## src/logic/pcs_pkg.sv

```systemverilog
// constants, carriers and the plain-words rule summary for the cmd/status bank
// Operation
// - master_enable clear: no initiator transactions; resets 0
// - master_enable set: may arbitrate, run master cycles
// - memory_space_enable gates memory responses; resets 0
// - io_space_enable gates I/O responses; resets 0
// - 16-bit status at 06h, write-proof
// - status fields placed at documented bit positions
// - status resets: select_timing 01, capability bit 1
// - select_timing 00 fast, 01 medium, 10 slow
// - parity error always sets parity_error_detected
// - master abort received (not on a special cycle) or target abort received sets flags
package pcs_pkg;

  // ----------------------------------------------------------------
  // register map
  // ----------------------------------------------------------------
  localparam logic [7:0] CFG_CMD_OFS = 8'h04;
  localparam logic [7:0] CFG_STS_OFS = 8'h06;
  localparam logic [31:0] CFG_UNMAPPED_DATA = 32'h00000000;

  // command bit positions
  localparam int CMD_IO_BIT = 0;
  localparam int CMD_MEM_BIT = 1;
  localparam int CMD_MASTER_BIT = 2;
  localparam int CMD_WIDTH = 3;
  localparam logic [2:0] CMD_RESET = 3'h0;

  // status bit positions
  localparam int STS_PARITY_DET = 15;
  localparam int STS_SYS_ERR = 14;
  localparam int STS_MABORT_RCV = 13;
  localparam int STS_TABORT_RCV = 12;
  localparam int STS_TABORT_SIG = 11;
  localparam int STS_SEL_HI = 10;
  localparam int STS_SEL_LO = 9;
  localparam int STS_MDATA_PAR = 8;
  localparam int STS_B2B_CAP = 7;
  localparam int STS_FAST_CLK = 5;
  localparam int STS_CAP_LIST = 4;
  localparam logic [15:0] STS_RESET = 16'h0210;

  // select_timing encodings
  localparam logic [1:0] SEL_FAST = 2'h0;
  localparam logic [1:0] SEL_MEDIUM = 2'h1;
  localparam logic [1:0] SEL_SLOW = 2'h2;

  // sticky flag indices
  localparam int FLG_MDATA_PAR = 0;
  localparam int FLG_TABORT_SIG = 1;
  localparam int FLG_TABORT_RCV = 2;
  localparam int FLG_MABORT_RCV = 3;
  localparam int FLG_SYS_ERR = 4;
  localparam int FLG_PARITY_DET = 5;
  localparam int FLG_NUM = 6;

  // ----------------------------------------------------------------
  // carriers
  // ----------------------------------------------------------------
  typedef struct packed {
    logic valid;
    logic write;
    logic [7:0] addr;
    logic [3:0] byteEn;
    logic [31:0] wdata;
  } pcs_cfg_req_t;

  typedef struct packed {
    logic ack;
    logic [31:0] rdata;
  } pcs_cfg_rsp_t;

  typedef struct packed {
    logic parityErr;
    logic sysErr;
    logic masterAbort;
    logic specialCycle;
    logic targetAbortRcvd;
    logic targetAbortSent;
    logic masterDataParity;
  } pcs_evt_t;

endpackage : pcs_pkg

```

## src/logic/pcs_regs.sv

```systemverilog
// command enable bits and status register behind configuration cycles
module pcs_regs (
  // clock and reset
  input wire logic clk,
  input wire logic reset_n,
  // configuration access
  input wire pcs_pkg::pcs_cfg_req_t cfgReq,
  output pcs_pkg::pcs_cfg_rsp_t cfgRsp,
  // bus events from the interface core
  input wire pcs_pkg::pcs_evt_t evt,
  // master request path
  input wire logic masterReq,
  output logic busReq,
  // target decode path
  input wire logic memHit,
  input wire logic ioHit,
  output logic memSelect,
  output logic ioSelect,
  // enables for the rest of the controller
  output logic masterEnable,
  output logic memSpaceEnable,
  output logic ioSpaceEnable
);
  import pcs_pkg::*;

  // ----------------------------------------------------------------
  // state
  // ----------------------------------------------------------------
  logic [CMD_WIDTH-1:0] cmd_q;
  logic [CMD_WIDTH-1:0] cmd_d;
  pcs_cfg_rsp_t rsp_q;
  pcs_cfg_rsp_t rsp_d;
  logic busReq_q;
  logic busReq_d;
  logic memSel_q;
  logic memSel_d;
  logic ioSel_q;
  logic ioSel_d;
  logic [FLG_NUM-1:0] flagSet;
  logic [FLG_NUM-1:0] flags;
  logic [15:0] statusVal;
  logic cmdHit;

  // ----------------------------------------------------------------
  // sticky status flags
  // ----------------------------------------------------------------
  always_comb begin
    flagSet = '0;
    flagSet[FLG_PARITY_DET] = evt.parityErr;
    flagSet[FLG_SYS_ERR] = evt.sysErr;
    flagSet[FLG_MABORT_RCV] = evt.masterAbort && !evt.specialCycle;
    flagSet[FLG_TABORT_RCV] = evt.targetAbortRcvd;
    flagSet[FLG_TABORT_SIG] = evt.targetAbortSent;
    flagSet[FLG_MDATA_PAR] = evt.masterDataParity;
  end

  pcs_sticky #(
    .W(FLG_NUM)
  ) u_flags (
    .clk(clk),
    .reset_n(reset_n),
    .set(flagSet),
    .flags(flags)
  );

  // ----------------------------------------------------------------
  // status image
  // ----------------------------------------------------------------
  // field placement
  always_comb begin
    statusVal = STS_RESET;
    statusVal[STS_PARITY_DET] = flags[FLG_PARITY_DET];
    statusVal[STS_SYS_ERR] = flags[FLG_SYS_ERR];
    statusVal[STS_MABORT_RCV] = flags[FLG_MABORT_RCV];
    statusVal[STS_TABORT_RCV] = flags[FLG_TABORT_RCV];
    statusVal[STS_TABORT_SIG] = flags[FLG_TABORT_SIG];
    statusVal[STS_MDATA_PAR] = flags[FLG_MDATA_PAR];
    statusVal[STS_SEL_HI:STS_SEL_LO] = SEL_MEDIUM;
    statusVal[STS_B2B_CAP] = 1'b0;
    statusVal[STS_FAST_CLK] = 1'b0;
    statusVal[STS_CAP_LIST] = 1'b1;
  end

  // ----------------------------------------------------------------
  // configuration access
  // ----------------------------------------------------------------
  // command and status share one dword; status is the upper half
  assign cmdHit = (cfgReq.addr[7:2] == CFG_CMD_OFS[7:2]);

  always_comb begin
    cmd_d = cmd_q;
    rsp_d.ack = cfgReq.valid;
    rsp_d.rdata = CFG_UNMAPPED_DATA;
    if (cfgReq.valid && cfgReq.write && cmdHit && cfgReq.byteEn[0]) begin
      cmd_d = cfgReq.wdata[CMD_WIDTH-1:0];
    end
    if (cfgReq.valid && !cfgReq.write && cmdHit) begin
      rsp_d.rdata = {statusVal, 13'h0000, cmd_q};
    end
  end

  always_ff @(posedge clk or negedge reset_n) begin
    if (!reset_n) begin
      cmd_q <= CMD_RESET;
      rsp_q <= '0;
    end else begin
      cmd_q <= cmd_d;
      rsp_q <= rsp_d;
    end
  end

  // ----------------------------------------------------------------
  // enables applied to the bus
  // ----------------------------------------------------------------
  always_comb begin
    busReq_d = masterReq && cmd_q[CMD_MASTER_BIT];
    memSel_d = memHit && cmd_q[CMD_MEM_BIT];
    ioSel_d = ioHit && cmd_q[CMD_IO_BIT];
  end

  // claim outputs trail the hit by one clock, i.e. medium timing
  always_ff @(posedge clk or negedge reset_n) begin
    if (!reset_n) begin
      busReq_q <= 1'b0;
      memSel_q <= 1'b0;
      ioSel_q <= 1'b0;
    end else begin
      busReq_q <= busReq_d;
      memSel_q <= memSel_d;
      ioSel_q <= ioSel_d;
    end
  end

  assign cfgRsp = rsp_q;
  assign busReq = busReq_q;
  assign memSelect = memSel_q;
  assign ioSelect = ioSel_q;
  assign masterEnable = cmd_q[CMD_MASTER_BIT];
  assign memSpaceEnable = cmd_q[CMD_MEM_BIT];
  assign ioSpaceEnable = cmd_q[CMD_IO_BIT];

  logic readCmd;
  assign readCmd = cfgReq.valid && !cfgReq.write && cmdHit;
endmodule : pcs_regs

```

## src/logic/pcs_sticky.sv

```systemverilog
// bank of sticky event flags, set by hardware, cleared only by reset
module pcs_sticky #(
  parameter int W = 6
) (
  // clock and reset
  input wire logic clk,
  input wire logic reset_n,
  // events
  input wire logic [W-1:0] set,
  // flags
  output logic [W-1:0] flags
);

  logic [W-1:0] flags_q;
  logic [W-1:0] flags_d;

  // no write path clears these, so an event can never be lost
  always_comb begin
    flags_d = flags_q | set;
  end

  always_ff @(posedge clk or negedge reset_n) begin
    if (!reset_n) begin
      flags_q <= '0;
    end else begin
      flags_q <= flags_d;
    end
  end

  assign flags = flags_q;

endmodule : pcs_sticky
```

## config.mk

```make
export PLATFORM = sky130hd
export DESIGN_NAME = pcs_regs
export DESIGN_NICKNAME = d
export VERILOG_FILES = /design/src/logic/pcs_pkg.sv /design/src/logic/pcs_regs.sv /design/src/logic/pcs_sticky.sv
export SDC_FILE = /design/constraint.sdc
export NUM_CORES = 1
export LEC_CHECK = 0
export ABC_AREA = 1
export BUFFER_PORTS_ARGS = -buffer_cell sky130_fd_sc_hd__buf_2
export CORE_ASPECT_RATIO = 1.2
export CORE_UTILIZATION = 39
export CTS_CLUSTER_DIAMETER = 40
export DETAILED_ROUTE_END_ITERATION = 7
export PLACE_DENSITY_LB_ADDON = 0.08
export SLEW_MARGIN = 20
export SYNTH_ARGS = -nofsm -noshare
export SYNTH_HDL_FRONTEND = slang
export SYNTH_SLANG_ARGS = --single-unit
```

## constraint.sdc

```tcl
create_clock -name clk -period 1.53 [get_ports clk]
set_input_delay 0.2295 -clock clk [delete_from_list [all_inputs] [get_ports clk]]
set_output_delay 0.2295 -clock clk [all_outputs]
set_load 0.005 [all_outputs]
```

# Word-level counts from Yosys, hierarchy flattened

Index checks and enable logic that the tools add are counted.

Register bits after elaboration: 45
Input bits: 58
Output and inout port bits: 39
Logic and storage cells: 21

Equality and inequality tests: 1
Muxes and demuxes: 1
Bitwise gates (word level): 1
Reductions and logical operators: 11

Operators with widths:

| kind                                                            | number |
|---|---|
| 32-bit 2-to-1 mux                                               | 1 |
| 1-bit logical AND                                               | 9 |
| 6-bit by 1-bit == test with 1-bit output, second input constant | 1 |
| 6-bit bitwise OR                                                | 1 |
| 1-bit logical NOT                                               | 2 |

# Longest topological paths before layout

Gate-level depths: netlist of run 1.

Word-level depth: 4
Gate-level depth with buffers: 6
Depth with buffers taken out: 6

# Cells and area by module

Synthesis of run 1 repeated with hierarchy kept, for this count alone.

Cells, all modules: 114
Area total of the unflattened synthesis: 1113.6 µm²

Modules (own cells, without submodules):

| module     | instances | cells each | area an instance (µm²) | seq. area each (µm²) |
|---|---|---|---|---|
| pcs_regs   | 1         | 90         | 895.9                  | 425.4 |
| pcs_sticky | 1         | 24         | 217.7                  | 150.1 |

# Worst setup path after synthesis of run 1

No wires, ideal clock.

Path kind: input to register
Start: input cfgReq[39] (netlist bit)
End: register cmd_q[0]
Library setup time: 0.117 ns
Arrival time: 0.655 ns
Required time: 1.413 ns
Slack: 0.758 ns
Stages: 6
Buffers on the path: 0
Cell sequence: inv_2 nand2_2 nor2_8 nand3_2 nand2_1 nand2_1

Word-level cells in the longest chain between the ends: 3

RTL lines:

| item                                     | line            | source |
|---|---|---|
| start: declaration                       | pcs_regs.sv:7   | `input wire pcs_pkg::pcs_cfg_req_t cfgReq,` |
| 6-bit by 1-bit == test with 1-bit output | pcs_regs.sv:88  | `assign cmdHit = (cfgReq.addr[7:2] == CFG_CMD_OFS[7:2]);` |
| 1-bit logical AND (2 in series)          | pcs_regs.sv:94  | `if (cfgReq.valid && cfgReq.write && cmdHit && cfgReq.byteEn[0]) begin` |
| end signal: assignment                   | pcs_regs.sv:107 | `cmd_q <= cmd_d;` |
| end: declaration                         | pcs_regs.sv:29  | `logic [CMD_WIDTH-1:0] cmd_q;` |

Every way passes these cells.
A chain may end at the register's enable or synchronous reset.

# Worst setup path in the final report of run 1

Start: register cmd_q[0]
End: output ioSpaceEnable

RTL lines:

| item             | line           | source |
|---|---|---|
| end: declaration | pcs_regs.sv:22 | `output logic ioSpaceEnable` |

No word-level cell between the ends.

==> results of run 1 <==
## cell families after synthesis
kind of cell | Yosys count | synth area share, %
buffers and inverters | 40 | 21.58
AND/OR/NAND/NOR | 36 | 24.25
flip-flops | 23 | 53.36
AO/OA/AOI/OAI | 1 | 0.4636
other | 1 | 0.3477
## area by class of cell
cell class              instances  area (sq um)
inverters                      18         67.56
multi-input cells              58         345.3
flip-flops and latches         23         575.6
repair buffers                 42         215.2
fillers                       259          1306
clock buffers                   4         26.28
well taps                      33         41.29
## path summary, 6_finish.rpt
path / startpoint / end / slack, ps / depth (start not counted)
worst min register to register: u_flags.flags[0]$_DFF_PN0_ / u_flags.flags[0]$_DFF_PN0_ / 480 / 1
worst max-delay path: cmd_q[0]$_DFFE_PN0P_ / ioSpaceEnable / 430 / 1
min in group asynchronous: reset_n / memSelect$_DFF_PN0_ / 420 / 2
worst max register to register: u_flags.flags[1]$_DFF_PN0_ / u_flags.flags[1]$_DFF_PN0_ / 730 / 1
worst min-delay path: cfgReq[45] / cfgRsp[32]$_DFF_PN0_ / 80 / 1
max in group asynchronous: reset_n / cmd_q[1]$_DFFE_PN0P_ / 780 / 2
## sequential cells by signal, indices dropped and copies added (netlist names)
name           cells
busReq             1
memSelect          1
cmd_q              3
ioSelect           1
cfgRsp            11
u_flags.flags      6
## stage by stage
step | setup slack, ps | hold slack (ps)
3_5_place_dp | 572.6 | 225.9
3_3_place_gp | 596.2 | 224.8
4_1_cts | 414.6 | 63.37
2_1_floorplan | 757.9 | -66.09
6_report | 430.6 | 75.34
5_1_grt | 376.8 | 52.52
## per-layer routing
layer  track usage (%)  share of wire, %  routed length [um]
met5                 0                 0                   0
met2             20.19                51                 832
met3             1.795               7.6                 123
met4             7.347               1.5                  24
met1             13.78                39                 635
## report_power, final
group	switching, mW	leakage, nW	internal (mW)
Sequential	0.00544	0.287	0.615
Combinational	0.0609	0.479	0.0364
Clock	0.158	0.0150	0.101
Total	0.224	0.781	0.753
## timing repair
action | 4_1_cts | 5_1_grt
endpoints found under the hold margin | 23 | 0
hold buffers | 1 | 0
setup buffers | 0 | 0
## cell usage in the layout, fill, tap and decap left out
master / count
nand4_1: 3
clkbuf_1: 1
nor3_2: 9
conb_1: 21
buf_2: 41
nor2_4: 1
nand2_4: 1
dlygate4sd3_1: 1
inv_1: 17
nor2_8: 1
o21ai_0: 1
nand2_2: 3
clkbuf_4: 3
dfrtp_1: 23
nor2_2: 2
nand2_1: 10
inv_2: 1
or2_2: 5
nand3_2: 1
## cell usage after synthesis
master / instances
buf_4: 22
nor3_2: 9
nor2_2: 2
nand2_1: 10
inv_2: 1
nand2_4: 1
dfrtp_1: 23
nor2_8: 1
nand2_2: 3
conb_1: 1
or2_2: 5
o21ai_0: 1
nor2_4: 1
nand3_2: 1
inv_1: 17
nand4_1: 3
==> impl_metrics.ini, run 1 <==
[floorplanning]
row_count = 20
die_w_um = 50.01
die_area_sq_mm = 0.002981
fp.dieH_um = 59.61
initial_core_util_pct = 41.84
core_area_sq_mm = 0.002577
ios = 97

[global_routing]
grt_max_degree = 24
overflow = 0
grt_pass1_wl_um = 2601
antenna_found_initial = 0
grt_pass1_vias = 618
grt_usage_pct = 11.80

[cts]
cts_buffers = 3
cts_tree = built
htreeDepth = 1
cts_root_buf = clkbuf_4
cts_sinks = 23
post_cts_resized = 0
clkTransAtPathRegs_ps = 110
clk_latency_ps = 290
clockBufferDepth = 2

[worst_hold_path]
hold_class = in2reg

[yosys]
netlist_area_sq_mm = 0.001079
synth_seq_area_share_pct = 53.36
synth_seq_cells = 23
synth_top_cell_by_area = dfrtp_1
synthCells = 101
synth_warnings = 0
yosys-top-cells-area = dfrtp_1, buf_4, nor3_2, inv_1, nand2_1
synth.avg_cell_area_sq_um = 10.68
synth_cell_types = 16
yosysTopAreaCellShare_pct = 53.36

[placed_design]
postPlaceCellArea_sq_mm = 0.001235
gp_congestion = 0.6978
port_buffers = 41
dp_cells = 173
dpl.hpwl_um = 1255

[setup_path]
crit_family = flip-flops
cp.required_ps = 1300
cp-end-kind = primary output
worstSetupPathType = reg2out
cp_slowest_cell = dfrtp_1
max_stage_delay_ps = 440
critical_path.n_buffers_inverters = 1
cp.arrival_ps = 870
path_cells = buf_2
crit_fanout = 4
critPathLaunchType = flop

[finish]
drive_gt1_share_pct = 46.90
antenna_cells = 0
nNetsFinal = 204
post-route-util_pct = 49.32
area_delta_synth_final_pct = 17.87
fin_area_sq_mm = 0.001271
stdcell_count = 178

[sta]
min_period_over_period_pct = 71.85
final-setup-viol-count = 0
rsz0062_at_grt = false
slew_viol_final = 0
skew_ps = 4.134
tns_ps = 0
fin_crit_ps = 1099
fmax_ghz = 0.9096
timing_hold_violations_final = 0

[route]
wl_per_cell_um = 9.079
drc = 0
num_vias = 704
ant_nets = 0
dr.pass1.iters = 4
vias_per_cell = 3.955
drt-initial-drc-count = 4
drt-total-wl_um = 1616

[power_and_ir_drop]
pwr_density_cell_mw_per_mm2 = 768.6
total_power_uw = 977.1
p_leak_nw = 0.7808
vdd_drop_max_mv = 0.3923

[flow_run]
maxCapViolations = 0

[status]
run_status = finished clean
Note: power is estimated with default switching activity, not from simulation.
==> run 2, diff against run 1 <==
--- a/config.mk
+++ b/config.mk
@@ -8,7 +8,7 @@
 export ABC_AREA = 1
 export BUFFER_PORTS_ARGS = -buffer_cell sky130_fd_sc_hd__buf_2
 export CORE_ASPECT_RATIO = 1.2
-export CORE_UTILIZATION = 39
+export CORE_UTILIZATION = 37
 export CTS_CLUSTER_DIAMETER = 40
 export DETAILED_ROUTE_END_ITERATION = 7
 export PLACE_DENSITY_LB_ADDON = 0.08
==> constraint.sdc (replaced) <==
create_clock -name clk -period 1.1 [get_ports clk]
set_input_delay 0.165 -clock clk [delete_from_list [all_inputs] [get_ports clk]]
set_output_delay 0.165 -clock clk [all_outputs]
set_load 0.005 [all_outputs]
==> impl_metrics.ini, run 2 (synthesis gave the netlist of run 1 again) <==
[status]
run_status = finished clean

[setup_path]
cp.arrival_ps = 1250
cp.required_ps = 1310
cp-end-kind = flop
crit_fanout = 4
reg2regPathDepth = 1
worstSetupPathType = in2reg
critPathLaunchType = input pin
reg2reg_slack_ps = 300
reg2reg_from = u_flags.flags[2]$_DFF_PN0_
r2r_end = u_flags.flags[2]$_DFF_PN0_

[cts]
cts_tree = built
clk_latency_ps = 300
clkTransAtPathRegs_ps = 120
cts_sinks = 23
cts_buffers = 3
htreeDepth = 1
clockBufferDepth = 2
cts_root_buf = clkbuf_4

[sta]
min_period_over_period_pct = 94.75
timing_hold_violations_final = 0
rsz0062_at_grt = false
skew_ps = 0.2928
fin_crit_ps = 1042
fmax_ghz = 0.9595
tns_ps = 0
slew_viol_final = 0
final-setup-viol-count = 0

[finish]
area_delta_synth_final_pct = 20.07
mostFrequentLayoutCells = buf_2, dfrtp_1, conb_1, inv_1, nand2_1
final_common_cell = buf_2
largest_register_ffs = 11
stdcell_count = 181
antenna_cells = 0
nNetsFinal = 206
drive_gt1_share_pct = 46.94

[worst_hold_path]
min_from = evt[1]
holdPathStages = 2
hold_end = u_flags.flags[1]$_DFF_PN0_
hold_class = in2reg

[global_routing]
grt_pass1_wl_um = 2642
grt_usage_pct = 11.88
grt_max_degree = 24
grt_pass1_vias = 636
overflow = 0
antenna_found_initial = 0

[floorplanning]
row_count = 21
fp.dieH_um = 61.15
ios = 97
initial_core_util_pct = 38.72
die_area_sq_mm = 0.003136
core_area_sq_mm = 0.002785
die_w_um = 51.29

[placed_design]
dp_cells = 174
dpl.hpwl_um = 1238
port_buffers = 41
gp_congestion = 0.7149

[route]
wl_per_cell_um = 9.232
dr.pass1.iters = 2
num_vias = 711
ant_nets = 0
drc = 0
drt-initial-drc-count = 16
vias_per_cell = 3.928
drt-total-wl_um = 1671

[power_and_ir_drop]
vdd_drop_max_mv = 0.4460
pwr_density_cell_mw_per_mm2 = 1068
p_leak_nw = 0.7909
total_power_mw = 1.383

[flow_run]
maxCapViolations = 0
==> run 2: through the flow <==
| step | area, sq um | hold WS [ps] | utilization [%] | worst slack (ps) |
|---|---|---|---|---|
| after global placement | 1236 | 159.2 | 44.38 | 231.9 |
| after floorplan | 1154 | -130.6 | - | 349.8 |
| final | 1295 | 39.45 | 46.50 | 57.76 |
| after CTS | 1282 | 28.35 | 46.05 | 38.68 |
| after detailed placement | 1236 | 163.4 | 44.38 | 216.3 |
| after global routing | 1295 | 14.47 | 46.50 | 0.5850 |
==> run 2: layout make-up <==
| class | instances | area [sq um] |
|---|---|---|
| inverter | 18 | 67.56 |
| timing repair buffer | 44 | 232.7 |
| clock buffer | 4 | 26.28 |
| sequential | 23 | 575.6 |
| tap | 34 | 42.54 |
| multi-input combinational | 58 | 350.3 |
| fill | 296 | 1490 |
==> run 2: what timing repair did <==
item,4_1_cts,5_1_grt
gates resized for setup,0,1
setup buffers,0,1
hold endpoints to repair,24,0
hold buffers,2,0
setup endpoints to repair,0,4
==> run 2: worst max-delay path by stage <==
stage          slack [ps]                  startpoint                    endpoint
5_1_grt               0.6        cmd_q[0]$_DFFE_PN0P_               ioSpaceEnable
2_1_floorplan         350  u_flags.flags[0]$_DFF_PN0_  u_flags.flags[0]$_DFF_PN0_
3_3_place_gp          230                  cfgReq[39]         cfgRsp[0]$_DFF_PN0_
6_report               60                  cfgReq[45]        cmd_q[1]$_DFFE_PN0P_
4_1_cts                40        cmd_q[2]$_DFFE_PN0P_                masterEnable
3_5_place_dp          220                  cfgReq[40]        cfgRsp[24]$_DFF_PN0_
==> run 2: routing by layer <==
layer  vias to the layer above  share of wire, %  GRT usage (%)
met5                         -                 0              0
met4                         0               2.8          8.108
met3                         5               6.8          3.210
met2                        39                49          21.43
met1                       315                41          12.06
li1                        352                 -              -
==> run 2: power breakdown <==
group / total [mW] / leakage (nW) / switching [mW] / internal [mW]
logic: 0.143 / 0.489 / 0.0874 / 0.0555
registers: 0.862 / 0.287 / 0.00662 / 0.856
clock network: 0.377 / 0.0150 / 0.236 / 0.141
total: 1.38 / 0.791 / 0.330 / 1.05
==> run 2: worst max-delay path, cell delays in order <==
cell and delay, ps:
dlygate4sd3_1 520, buf_2 130, nand2_1 80, nor2_4 130, nand3_2 110, nand2_1 70, nand2_1 50
